## src/verilog/celt_pkg.sv

```systemverilog
// celt_pkg: constants shared by the correctable-error decay timer and its divider.
// assumes: single memory clock domain; config register reached by its documented offset.
`default_nettype none

package celt_pkg;

  // ------------------------------------------------------------------
  // counter geometry
  // ------------------------------------------------------------------
  localparam int unsigned FULL_W = 53;      // whole decay counter
  localparam int unsigned LOW_W = 11;       // hidden low section
  localparam int unsigned UPPER_W = 42;     // software-visible pair
  localparam int unsigned LOWWORD_W = 32;   // low word of the pair
  localparam int unsigned HIGHWORD_W = 10;  // high word of the pair
  localparam logic [LOW_W-1:0] LOW_MAX = 11'h7FF;
  localparam logic [LOW_W-1:0] LOW_ONE = 11'h001;
  localparam logic [UPPER_W-1:0] UPPER_ONE = 42'h00000000001;

  // ------------------------------------------------------------------
  // config register
  // ------------------------------------------------------------------
  localparam int unsigned ADDR_W = 12;
  localparam int unsigned DATA_W = 32;
  localparam logic [ADDR_W-1:0] CFG_OFFSET = 12'h928;
  localparam logic [DATA_W-1:0] CFG_RESET = 32'h00000000;
  localparam int unsigned SEL_W = 6;
  localparam int unsigned HI_LSB = 6;
  localparam int unsigned HI_MSB = 11;
  localparam int unsigned LO_LSB = 0;
  localparam int unsigned LO_MSB = 5;
  localparam int unsigned LIM_LSB = 12;
  localparam int unsigned LIM_MSB = 13;
  localparam logic [SEL_W-1:0] SEL_MIN = 6'h01;  // counter-pair bit 1, full bit 12
  localparam logic [SEL_W-1:0] SEL_MAX = 6'h29;  // counter-pair bit 41, full bit 52

  // ------------------------------------------------------------------
  // secondary divider
  // ------------------------------------------------------------------
  localparam int unsigned LIM_W = 2;
  localparam logic [LIM_W-1:0] LIM_DEFAULT = 2'h0;  // one pulse per four strobes
  localparam logic [LIM_W-1:0] DIV_ZERO = 2'h0;
  localparam logic [LIM_W-1:0] DIV_ONE = 2'h1;
  localparam logic [LIM_W-1:0] DIV_LAST_DEFAULT = 2'h3;

endpackage : celt_pkg

`default_nettype wire

```

## src/verilog/celt_secondary_divider.sv

```systemverilog
// celt_secondary_divider: divides primary decay strobes into decay pulses.
// assumes: strobe is a one-cycle pulse from logic on the same clock.
`default_nettype none

module celt_secondary_divider
  import celt_pkg::*;
(
  // clock and reset
  input wire logic clock,
  input wire logic rst,
  // strobe side
  input wire logic strobeIn,
  input wire logic [LIM_W-1:0] secondaryStrobeLimit,
  // decay side
  output logic decayPulse
);

  logic [LIM_W-1:0] secondaryStrobeCounter;
  logic [LIM_W-1:0] next_secondaryStrobeCounter;
  logic next_decayPulse;
  logic [LIM_W-1:0] lastCount;

  // ------------------------------------------------------------------
  // divider
  // ------------------------------------------------------------------
  // code 00 wraps at 3 (four strobes), codes 1..3 wrap after that many strobes
  always_comb begin
    lastCount = (secondaryStrobeLimit == LIM_DEFAULT) ? DIV_LAST_DEFAULT : secondaryStrobeLimit - DIV_ONE;
    next_secondaryStrobeCounter = secondaryStrobeCounter;
    next_decayPulse = 1'b0;
    if (strobeIn) begin
      if (secondaryStrobeCounter >= lastCount) begin
        // >= so a limit lowered mid-count cannot strand the counter
        next_secondaryStrobeCounter = DIV_ZERO;
        next_decayPulse = 1'b1;
      end else begin
        next_secondaryStrobeCounter = secondaryStrobeCounter + DIV_ONE;
      end
    end
  end

  always_ff @(posedge clock or posedge rst) begin
    if (rst) begin
      secondaryStrobeCounter <= DIV_ZERO;
      decayPulse <= 1'b0;
    end else begin
      secondaryStrobeCounter <= next_secondaryStrobeCounter;
      decayPulse <= next_decayPulse;
    end
  end

  // ------------------------------------------------------------------
  // checks
  // ------------------------------------------------------------------
  AST_PULSE_NEEDS_STROBE: assert property (@(posedge clock) disable iff (rst)
    decayPulse |-> $past(strobeIn))
    else $error("decay pulse without a primary strobe");
  AST_DEFAULT_FOUR: assert property (@(posedge clock) disable iff (rst)
    (secondaryStrobeLimit == LIM_DEFAULT && strobeIn && secondaryStrobeCounter != DIV_LAST_DEFAULT)
      |=> !decayPulse)
    else $error("default limit pulsed before the fourth strobe");
  AST_LIMIT_ONE: assert property (@(posedge clock) disable iff (rst)
    (secondaryStrobeLimit == DIV_ONE && strobeIn) |=> decayPulse)
    else $error("limit one did not pulse on every strobe");

  COV_PULSE_DEFAULT: cover property (@(posedge clock) disable iff (rst)
    secondaryStrobeLimit == LIM_DEFAULT && decayPulse);
  COV_PULSE_LIMIT_THREE: cover property (@(posedge clock) disable iff (rst)
    secondaryStrobeLimit == 2'h3 && decayPulse);

endmodule : celt_secondary_divider

`default_nettype wire

```

## src/verilog/celt_decay_timer.sv

```systemverilog
// celt_decay_timer: leaky-bucket decay timer feeding the correctable-error counter.
// assumes: config access strobes come from logic on the memory clock; one access per cycle.
//
// Behaviour
// - one 53-bit counter advances every memory clock
// - upper 42 bits are shown as a low word and a high word
// - upper 42 bits step only on the carry of the low 11-bit section
// - config holds high and low bit selects forming a two-hot mask
// - high select bits 11:6; code 01h is full bit 12; 00h, 2Ah-3Fh reserved
// - both selected bits set clears the whole counter and emits one strobe
// - strobes drive a 2-bit counter; reaching its limit emits one decay pulse
// - default limit 00b gives one pulse per four strobes
// - all-zero config means no decay at all
`default_nettype none

module celt_decay_timer
  import celt_pkg::*;
(
  // clock and reset
  input wire logic clock,
  input wire logic rst,
  // config register access
  input wire logic cfgWrEn,
  input wire logic cfgRdEn,
  input wire logic [ADDR_W-1:0] cfgAddr,
  input wire logic [DATA_W-1:0] cfgWrData,
  output logic [DATA_W-1:0] cfgRdData,
  // counter pair for software
  output logic [LOWWORD_W-1:0] decayTimerLowWord,
  output logic [HIGHWORD_W-1:0] decayTimerHighWord,
  // decay events
  output logic primaryStrobe,
  output logic decayPulse
);

  // ------------------------------------------------------------------
  // decode helpers
  // ------------------------------------------------------------------
  // reserved codes select nothing, so they can never produce a match
  function automatic logic [UPPER_W-1:0] selMask(input logic [SEL_W-1:0] code);
    logic [UPPER_W-1:0] mask;
    mask = '0;
    if (code >= SEL_MIN && code <= SEL_MAX) begin
      mask[code] = 1'b1;
    end
    return mask;
  endfunction : selMask

  // ------------------------------------------------------------------
  // state
  // ------------------------------------------------------------------
  logic [FULL_W-1:0] fullCount;
  logic [FULL_W-1:0] next_fullCount;
  logic [DATA_W-1:0] errorDecayConfig;
  logic [DATA_W-1:0] next_errorDecayConfig;
  logic [DATA_W-1:0] next_cfgRdData;
  logic [LOWWORD_W-1:0] next_decayTimerLowWord;
  logic [HIGHWORD_W-1:0] next_decayTimerHighWord;
  logic next_primaryStrobe;
  logic [LOW_W-1:0] lowCount;
  logic [UPPER_W-1:0] upperCount;
  logic [UPPER_W-1:0] nextUpper;
  logic [LOW_W-1:0] nextLow;
  logic [SEL_W-1:0] thresholdHighSelect;
  logic [SEL_W-1:0] thresholdLowSelect;
  logic [LIM_W-1:0] secondaryStrobeLimit;
  logic lowCarry;
  logic thresholdHit;
  logic cfgHit;
  logic [LIM_W-1:0] strobesSincePulse;
  logic [LIM_W-1:0] next_strobesSincePulse;

  // ------------------------------------------------------------------
  // counter and threshold compare
  // ------------------------------------------------------------------
  // the compare looks at the current count; the clear lands on the next edge
  always_comb begin
    lowCount = fullCount[LOW_W-1:0];
    upperCount = fullCount[FULL_W-1:LOW_W];
    thresholdHighSelect = errorDecayConfig[HI_MSB:HI_LSB];
    thresholdLowSelect = errorDecayConfig[LO_MSB:LO_LSB];
    secondaryStrobeLimit = errorDecayConfig[LIM_MSB:LIM_LSB];
    lowCarry = (lowCount == LOW_MAX);
    thresholdHit = (errorDecayConfig != CFG_RESET)
      && (|(upperCount & selMask(thresholdHighSelect)))
      && (|(upperCount & selMask(thresholdLowSelect)));
    nextLow = lowCount + LOW_ONE;
    nextUpper = lowCarry ? upperCount + UPPER_ONE : upperCount;
    if (thresholdHit) begin
      next_fullCount = '0;
    end else begin
      next_fullCount = {nextUpper, nextLow};
    end
    next_primaryStrobe = thresholdHit;
    // words track the counter in the same edge so software never sees skew
    next_decayTimerLowWord = next_fullCount[LOW_W+LOWWORD_W-1:LOW_W];
    next_decayTimerHighWord = next_fullCount[FULL_W-1:LOW_W+LOWWORD_W];
  end

  // ------------------------------------------------------------------
  // config register
  // ------------------------------------------------------------------
  // unmapped offsets read as zero and ignore writes
  always_comb begin
    cfgHit = (cfgAddr == CFG_OFFSET);
    next_errorDecayConfig = errorDecayConfig;
    next_cfgRdData = cfgRdData;
    if (cfgWrEn && cfgHit) begin
      next_errorDecayConfig = cfgWrData;
    end
    if (cfgRdEn) begin
      next_cfgRdData = cfgHit ? errorDecayConfig : CFG_RESET;
    end
  end

  always_ff @(posedge clock or posedge rst) begin
    if (rst) begin
      fullCount <= '0;
      errorDecayConfig <= CFG_RESET;
      cfgRdData <= CFG_RESET;
      decayTimerLowWord <= '0;
      decayTimerHighWord <= '0;
      primaryStrobe <= 1'b0;
    end else begin
      fullCount <= next_fullCount;
      errorDecayConfig <= next_errorDecayConfig;
      cfgRdData <= next_cfgRdData;
      decayTimerLowWord <= next_decayTimerLowWord;
      decayTimerHighWord <= next_decayTimerHighWord;
      primaryStrobe <= next_primaryStrobe;
    end
  end

  // ------------------------------------------------------------------
  // secondary divider
  // ------------------------------------------------------------------
  celt_secondary_divider u_divider (
    .clock(clock),
    .rst(rst),
    .strobeIn(primaryStrobe),
    .secondaryStrobeLimit(secondaryStrobeLimit),
    .decayPulse(decayPulse)
  );

  // ------------------------------------------------------------------
  // check helper
  // ------------------------------------------------------------------
  // counts primary strobes since the last decay pulse, seen from outside the divider,
  // so the limit checks below do not lean on the divider's own counter;
  // strobes are thousands of cycles apart, so a strobe never meets a pulse
  always_comb begin
    next_strobesSincePulse = strobesSincePulse;
    if (decayPulse) begin
      next_strobesSincePulse = DIV_ZERO;
    end else if (primaryStrobe && strobesSincePulse != DIV_LAST_DEFAULT) begin
      next_strobesSincePulse = strobesSincePulse + DIV_ONE; // saturates at three
    end
  end

  always_ff @(posedge clock or posedge rst) begin
    if (rst) begin
      strobesSincePulse <= DIV_ZERO;
    end else begin
      strobesSincePulse <= next_strobesSincePulse;
    end
  end

  // ------------------------------------------------------------------
  // checks
  // ------------------------------------------------------------------
  AST_COUNT_ADVANCES: assert property (@(posedge clock) disable iff (rst)
    !thresholdHit |=> fullCount == $past(fullCount) + 1)
    else $error("decay counter did not advance by one");
  AST_WORDS_MATCH: assert property (@(posedge clock) disable iff (rst)
    {decayTimerHighWord, decayTimerLowWord} == fullCount[FULL_W-1:LOW_W])
    else $error("counter words differ from counter pair");
  AST_UPPER_ON_CARRY: assert property (@(posedge clock) disable iff (rst)
    ($past(!thresholdHit) && $changed(upperCount)) |-> $past(lowCount) == LOW_MAX)
    else $error("counter pair moved without a low carry");
  AST_STROBE_CAUSE: assert property (@(posedge clock) disable iff (rst)
    primaryStrobe |-> $past(|(upperCount & selMask(thresholdHighSelect))
      && |(upperCount & selMask(thresholdLowSelect))))
    else $error("strobe without both selected bits set");
  AST_RESERVED_HIGH: assert property (@(posedge clock) disable iff (rst)
    (thresholdHighSelect == 6'h00 || thresholdHighSelect > SEL_MAX) |=> !primaryStrobe)
    else $error("reserved high select produced a strobe");
  AST_HIT_CLEARS: assert property (@(posedge clock) disable iff (rst)
    thresholdHit |=> (fullCount == '0 && primaryStrobe) ##1 !primaryStrobe)
    else $error("match did not clear counter with one strobe");
  AST_ZERO_CFG_SILENT: assert property (@(posedge clock) disable iff (rst)
    (errorDecayConfig == CFG_RESET) [*2] |=> !decayPulse)
    else $error("decay pulse with zero config");
  AST_LOW_RESERVED: assert property (@(posedge clock) disable iff (rst)
    (thresholdLowSelect == 6'h00 || thresholdLowSelect > SEL_MAX) |=> !primaryStrobe)
    else $error("reserved low select produced a strobe");
  AST_READ_RETURNS: assert property (@(posedge clock) disable iff (rst)
    (cfgRdEn && cfgHit) |=> cfgRdData == $past(errorDecayConfig))
    else $error("config read did not return the register");
  AST_UNMAPPED_WRITE: assert property (@(posedge clock) disable iff (rst)
    (cfgWrEn && !cfgHit) |=> errorDecayConfig == $past(errorDecayConfig))
    else $error("write to another offset changed the config");

  // limit checks: the strobe that completes the count is followed by one pulse
  AST_DEFAULT_PULSE: assert property (@(posedge clock) disable iff (rst)
    (secondaryStrobeLimit == LIM_DEFAULT && primaryStrobe && strobesSincePulse == DIV_LAST_DEFAULT) |=> decayPulse)
    else $error("default limit did not pulse on the fourth strobe");
  AST_LIMIT_TWO: assert property (@(posedge clock) disable iff (rst)
    (secondaryStrobeLimit == 2'h2 && primaryStrobe && strobesSincePulse == DIV_ONE) |=> decayPulse)
    else $error("limit two did not pulse on the second strobe");
  AST_LIMIT_TWO_SKIP: assert property (@(posedge clock) disable iff (rst)
    (secondaryStrobeLimit == 2'h2 && primaryStrobe && strobesSincePulse == DIV_ZERO) |=> !decayPulse)
    else $error("limit two pulsed on the first strobe");
  AST_LIMIT_THREE: assert property (@(posedge clock) disable iff (rst)
    (secondaryStrobeLimit == 2'h3 && primaryStrobe && strobesSincePulse == 2'h2) |=> decayPulse)
    else $error("limit three did not pulse on the third strobe");

  COV_STROBE: cover property (@(posedge clock) disable iff (rst) primaryStrobe);
  COV_CARRY: cover property (@(posedge clock) disable iff (rst) lowCarry);
  COV_CFG_WRITE: cover property (@(posedge clock) disable iff (rst) cfgWrEn && cfgHit);

endmodule : celt_decay_timer

`default_nettype wire

```

## config.mk

```make
export PLATFORM = sky130hd
export DESIGN_NAME = celt_decay_timer
export DESIGN_NICKNAME = d
export VERILOG_FILES = /design/src/verilog/celt_pkg.sv /design/src/verilog/celt_secondary_divider.sv /design/src/verilog/celt_decay_timer.sv
export SDC_FILE = /design/constraint.sdc
export NUM_CORES = 1
export LEC_CHECK = 0
export BUFFER_PORTS_ARGS = -buffer_cell sky130_fd_sc_hd__buf_2
export CORE_MARGIN = 2
export CORE_UTILIZATION = 30
export CTS_CLUSTER_DIAMETER = 60
export DETAILED_ROUTE_END_ITERATION = 12
export GPL_TIMING_DRIVEN = 0
export SYNTH_ARGS = -nofsm -noshare
export SYNTH_HDL_FRONTEND = slang
export SYNTH_SLANG_ARGS = --single-unit
```

## constraint.sdc

```tcl
create_clock -name clock -period 4.07 [get_ports clock]
set_clock_uncertainty 0.1 [all_clocks]
set_input_delay 0.6105 -clock clock [delete_from_list [all_inputs] [get_ports clock]]
set_output_delay 0.6105 -clock clock [all_outputs]
set_load 0.03 [all_outputs]
```

==> results.py <==
metrics = {
    "clock_tree": {
        "cts_resized": 0,
        "clk_pin_slew_ps": 50,
        "cts.sinks": 121,
        "cts_buffer_depth": 2,
        "postCtsSetupBuffers": 0,
        "cts_root_buf": "clkbuf_16",
        "worstSkewPairLatency_ps": 410,
        "numCtsBuffers": 17,
        "htreeDepth": 4,
        "cts_hold_buf": 0,
        "cts_tree": "built",
    },
    "power": {
        "peakVddDrop_v": 0.0002237,
        "p_per_area_nw_per_um2": 349.0,
        "finalPower_uw": 2998,
        "total_leakage_power_uw": 0.003764,
    },
    "worst_setup_path": {
        "critPathMaxFanout": 10,
        "path_class": "register to register",
        "crit_family": "compound AO/OA/AOI/OAI gates",
        "start_kind": "register",
        "cp-end-kind": "register",
        "path_buf_inv": 3,
        "cp_slowest_cell": "dfrtp_1",
        "cp.arrival_ps": 3060,
        "cp_cell_sequence": "buf_2 > clkbuf_1 > o21ai_0 > a311o_1 > a31oi_2 > buf_4 > a21oi_2",
        "r2r_setup_slack_ps": 1200,
        "cp_slowest_stage_delay_ps": 440,
        "required_ps": 4260,
    },
    "logic_synthesis": {
        "synth-edff-count": 0,
        "async_flop_share_pct": 100.0,
        "synth_top_area_cell": "dfrtp_1",
        "ys_warn_count": 0,
        "avgSynthCellArea_um2": 10.21,
        "synth.area.top_cells": "dfrtp_1 (44%), a21oi_2 (6.3%), mux2_2 (5.7%), buf_4 (5.2%), xnor2_1 (4.8%)",
        "ys_types": 53,
        "syn_nets": 730,
        "ys_seq_area_share_pct": 43.79,
        "synth_top_area_share_pct": 43.79,
        "synth_seq_cells": 121,
        "syn-cell-area_um2": 6915,
        "syn_inst": 677,
        "ys.flop_type": "dfrtp_1",
    },
    "floorplan": {
        "dieHeight_um": 155.8,
        "rows": 55,
        "ios": 124,
        "core_area_um2": 22640,
        "start_util_pct": 30.54,
        "dieArea_um2": 24280,
        "die_x_um": 155.8,
    },
    "timing": {
        "min_period_ps": 2868,
        "max-slew-margin-rel_pct": 50.93,
        "tightest_slew_ps": 729.9,
        "setup_viol": 0,
        "slew_violations": 0,
        "worst_slack_ps": 1202,
        "holdWs_ps": 164.5,
        "hold_viol_final": 0,
        "tns_ps": 0,
        "fin_crit_sh_pct": 70.47,
        "rsz0062_at_grt": "no",
        "max_freq_ghz": 0.3487,
    },
    "place": {
        "place_congestion": 0.9034,
        "pre_cts_slack_ps": 1266,
        "io_buffers": 122,
        "dp_hpwl_mm": 13.30,
    },
    "cells_and_area": {
        "drive_gt1_share_pct": 38.46,
        "final_common_cell": "buf_2",
        "num-nets-final": 872,
        "final_cell_mix": "buf_2 (133), dfrtp_1 (121), nand2_1 (54)",
        "area_growth_pct": 24.21,
        "insertedDiodeCount": 0,
    },
    "route": {
        "routedWlPerCell_um": 16.74,
        "drcViolationCount": 0,
        "drtPass1Iterations": 5,
        "ant_nets": 0,
        "drt-initial-drc-count": 289,
        "wl_mm": 18.70,
        "vias": 5467,
        "viasPerCell": 4.894,
    },
    "global_routing": {
        "track_usage_pct": 15.73,
        "antenna_found_initial": 1,
        "grt_max_degree": 67,
        "grt_overflow": 0,
        "grt_first_pass_wirelength_mm": 29.87,
        "grt_pass1_vias": 5399,
    },
    "run": {
        "maxCapViolCount": 0,
    },
    "hold_path": {
        "hp-class": "primary input to async pin",
    },
    "run_status": {
        "status": "finished clean",
    },
}
metal layers:
metal	wire, um	track usage, %	share of wire [%]	vias up
met5	13	0	0.070	-
met4	243	4.806	1.3	2
met3	1015	3.278	5.4	23
met2	8723	24.91	47	175
met1	8708	21.66	47	2649
li1	-	-	-	2618
worst reg2reg max path: stages, from the launching register on:
cell,delay [ps]
dfrtp_1,440
buf_2,270
clkbuf_1,440
o21ai_0,170
a311o_1,430
a31oi_2,440
buf_4,360
a21oi_2,90
flip-flops by register name, summed over array words and instances, names as in the netlist:
name,cells
u_divider.secondaryStrobeCounter,2
fullCount,52
decayTimerHighWord,1
primaryStrobe,1
cfgRdData,32
u_divider.decayPulse,1
errorDecayConfig,32
layout make-up:
class / instances / area [um2]
buffer: 85 / 565.5
clock buffer: 18 / 429.2
clock inverter: 14 / 245.2
fill: 2253 / 14050
inverter: 50 / 192.7
multi-input combinational: 421 / 3134
sequential: 121 / 3028
tap: 285 / 356.6
timing repair buffer: 123 / 638.1
cells in the mapped netlist (3+ instances only):
cell type	instances
o21ai_0	7
a31oi_1	3
dfrtp_1	121
buf_2	11
nand3b_1	9
xor2_1	14
nand4_1	14
mux2i_1	15
clkbuf_1	17
xnor2_1	38
a21oi_1	7
nor4_1	5
a21oi_2	50
ha_1	5
nor2b_1	4
inv_1	50
nand2b_1	7
nand3_1	28
nor2_1	23
nand2_1	54
mux2_2	35
o211ai_1	6
buf_4	48
mux4_2	7
nor3_1	17
o22ai_1	33
and3_1	8
and4_1	3
buf_6	7
metrics by stage:
step | utilization, % | area (um2) | instances
2_1_floorplan | - | 6915 | 677
3_3_place_gp | 34.82 | 7883 | 1084
3_5_place_dp | 34.96 | 7915 | 1085
4_1_cts | 37.94 | 8589 | 1117
5_1_grt | 37.94 | 8589 | 1117
6_report | 37.94 | 8589 | 1117
logic make-up after synthesis:
family | count (synthesis) | synth area share (%)
XOR/XNOR | 52 | 6.586
flip-flops | 121 | 43.78
AO/OA/AOI/OAI | 120 | 13.06
adder cells (fa/ha/maj) | 5 | 0.9046
AND/OR/NAND/NOR | 186 | 14.40
multiplexers | 58 | 10.37
buffers and inverters | 135 | 10.89
worst paths after layout:
path,start,end,cells after the start
worst max-delay path,errorDecayConfig[8]$_DFFE_PP0P_,fullCount[32]$_DFFE_PP0P_,7
worst min-delay path,rst,fullCount[27]$_DFFE_PP0P_,2
worst max register to register,errorDecayConfig[8]$_DFFE_PP0P_,fullCount[32]$_DFFE_PP0P_,7
worst min register to register,fullCount[0]$_DFF_PP0_,fullCount[0]$_DFF_PP0_,1
max in group asynchronous,rst,cfgRdData[6]$_DFFE_PP0P_,3
min in group clock,cfgWrData[23],errorDecayConfig[23]$_DFFE_PP0P_,2
where the power goes:
part / switching, uW / leakage [uW] / total (uW) / internal [uW]
registers: 1.05 / 0.00168 / 1210 / 1200
logic: 45.9 / 0.00176 / 70.3 / 24.4
clock network: 569 / 0.000325 / 1720 / 1150
Power figures use the tool's default switching activity.
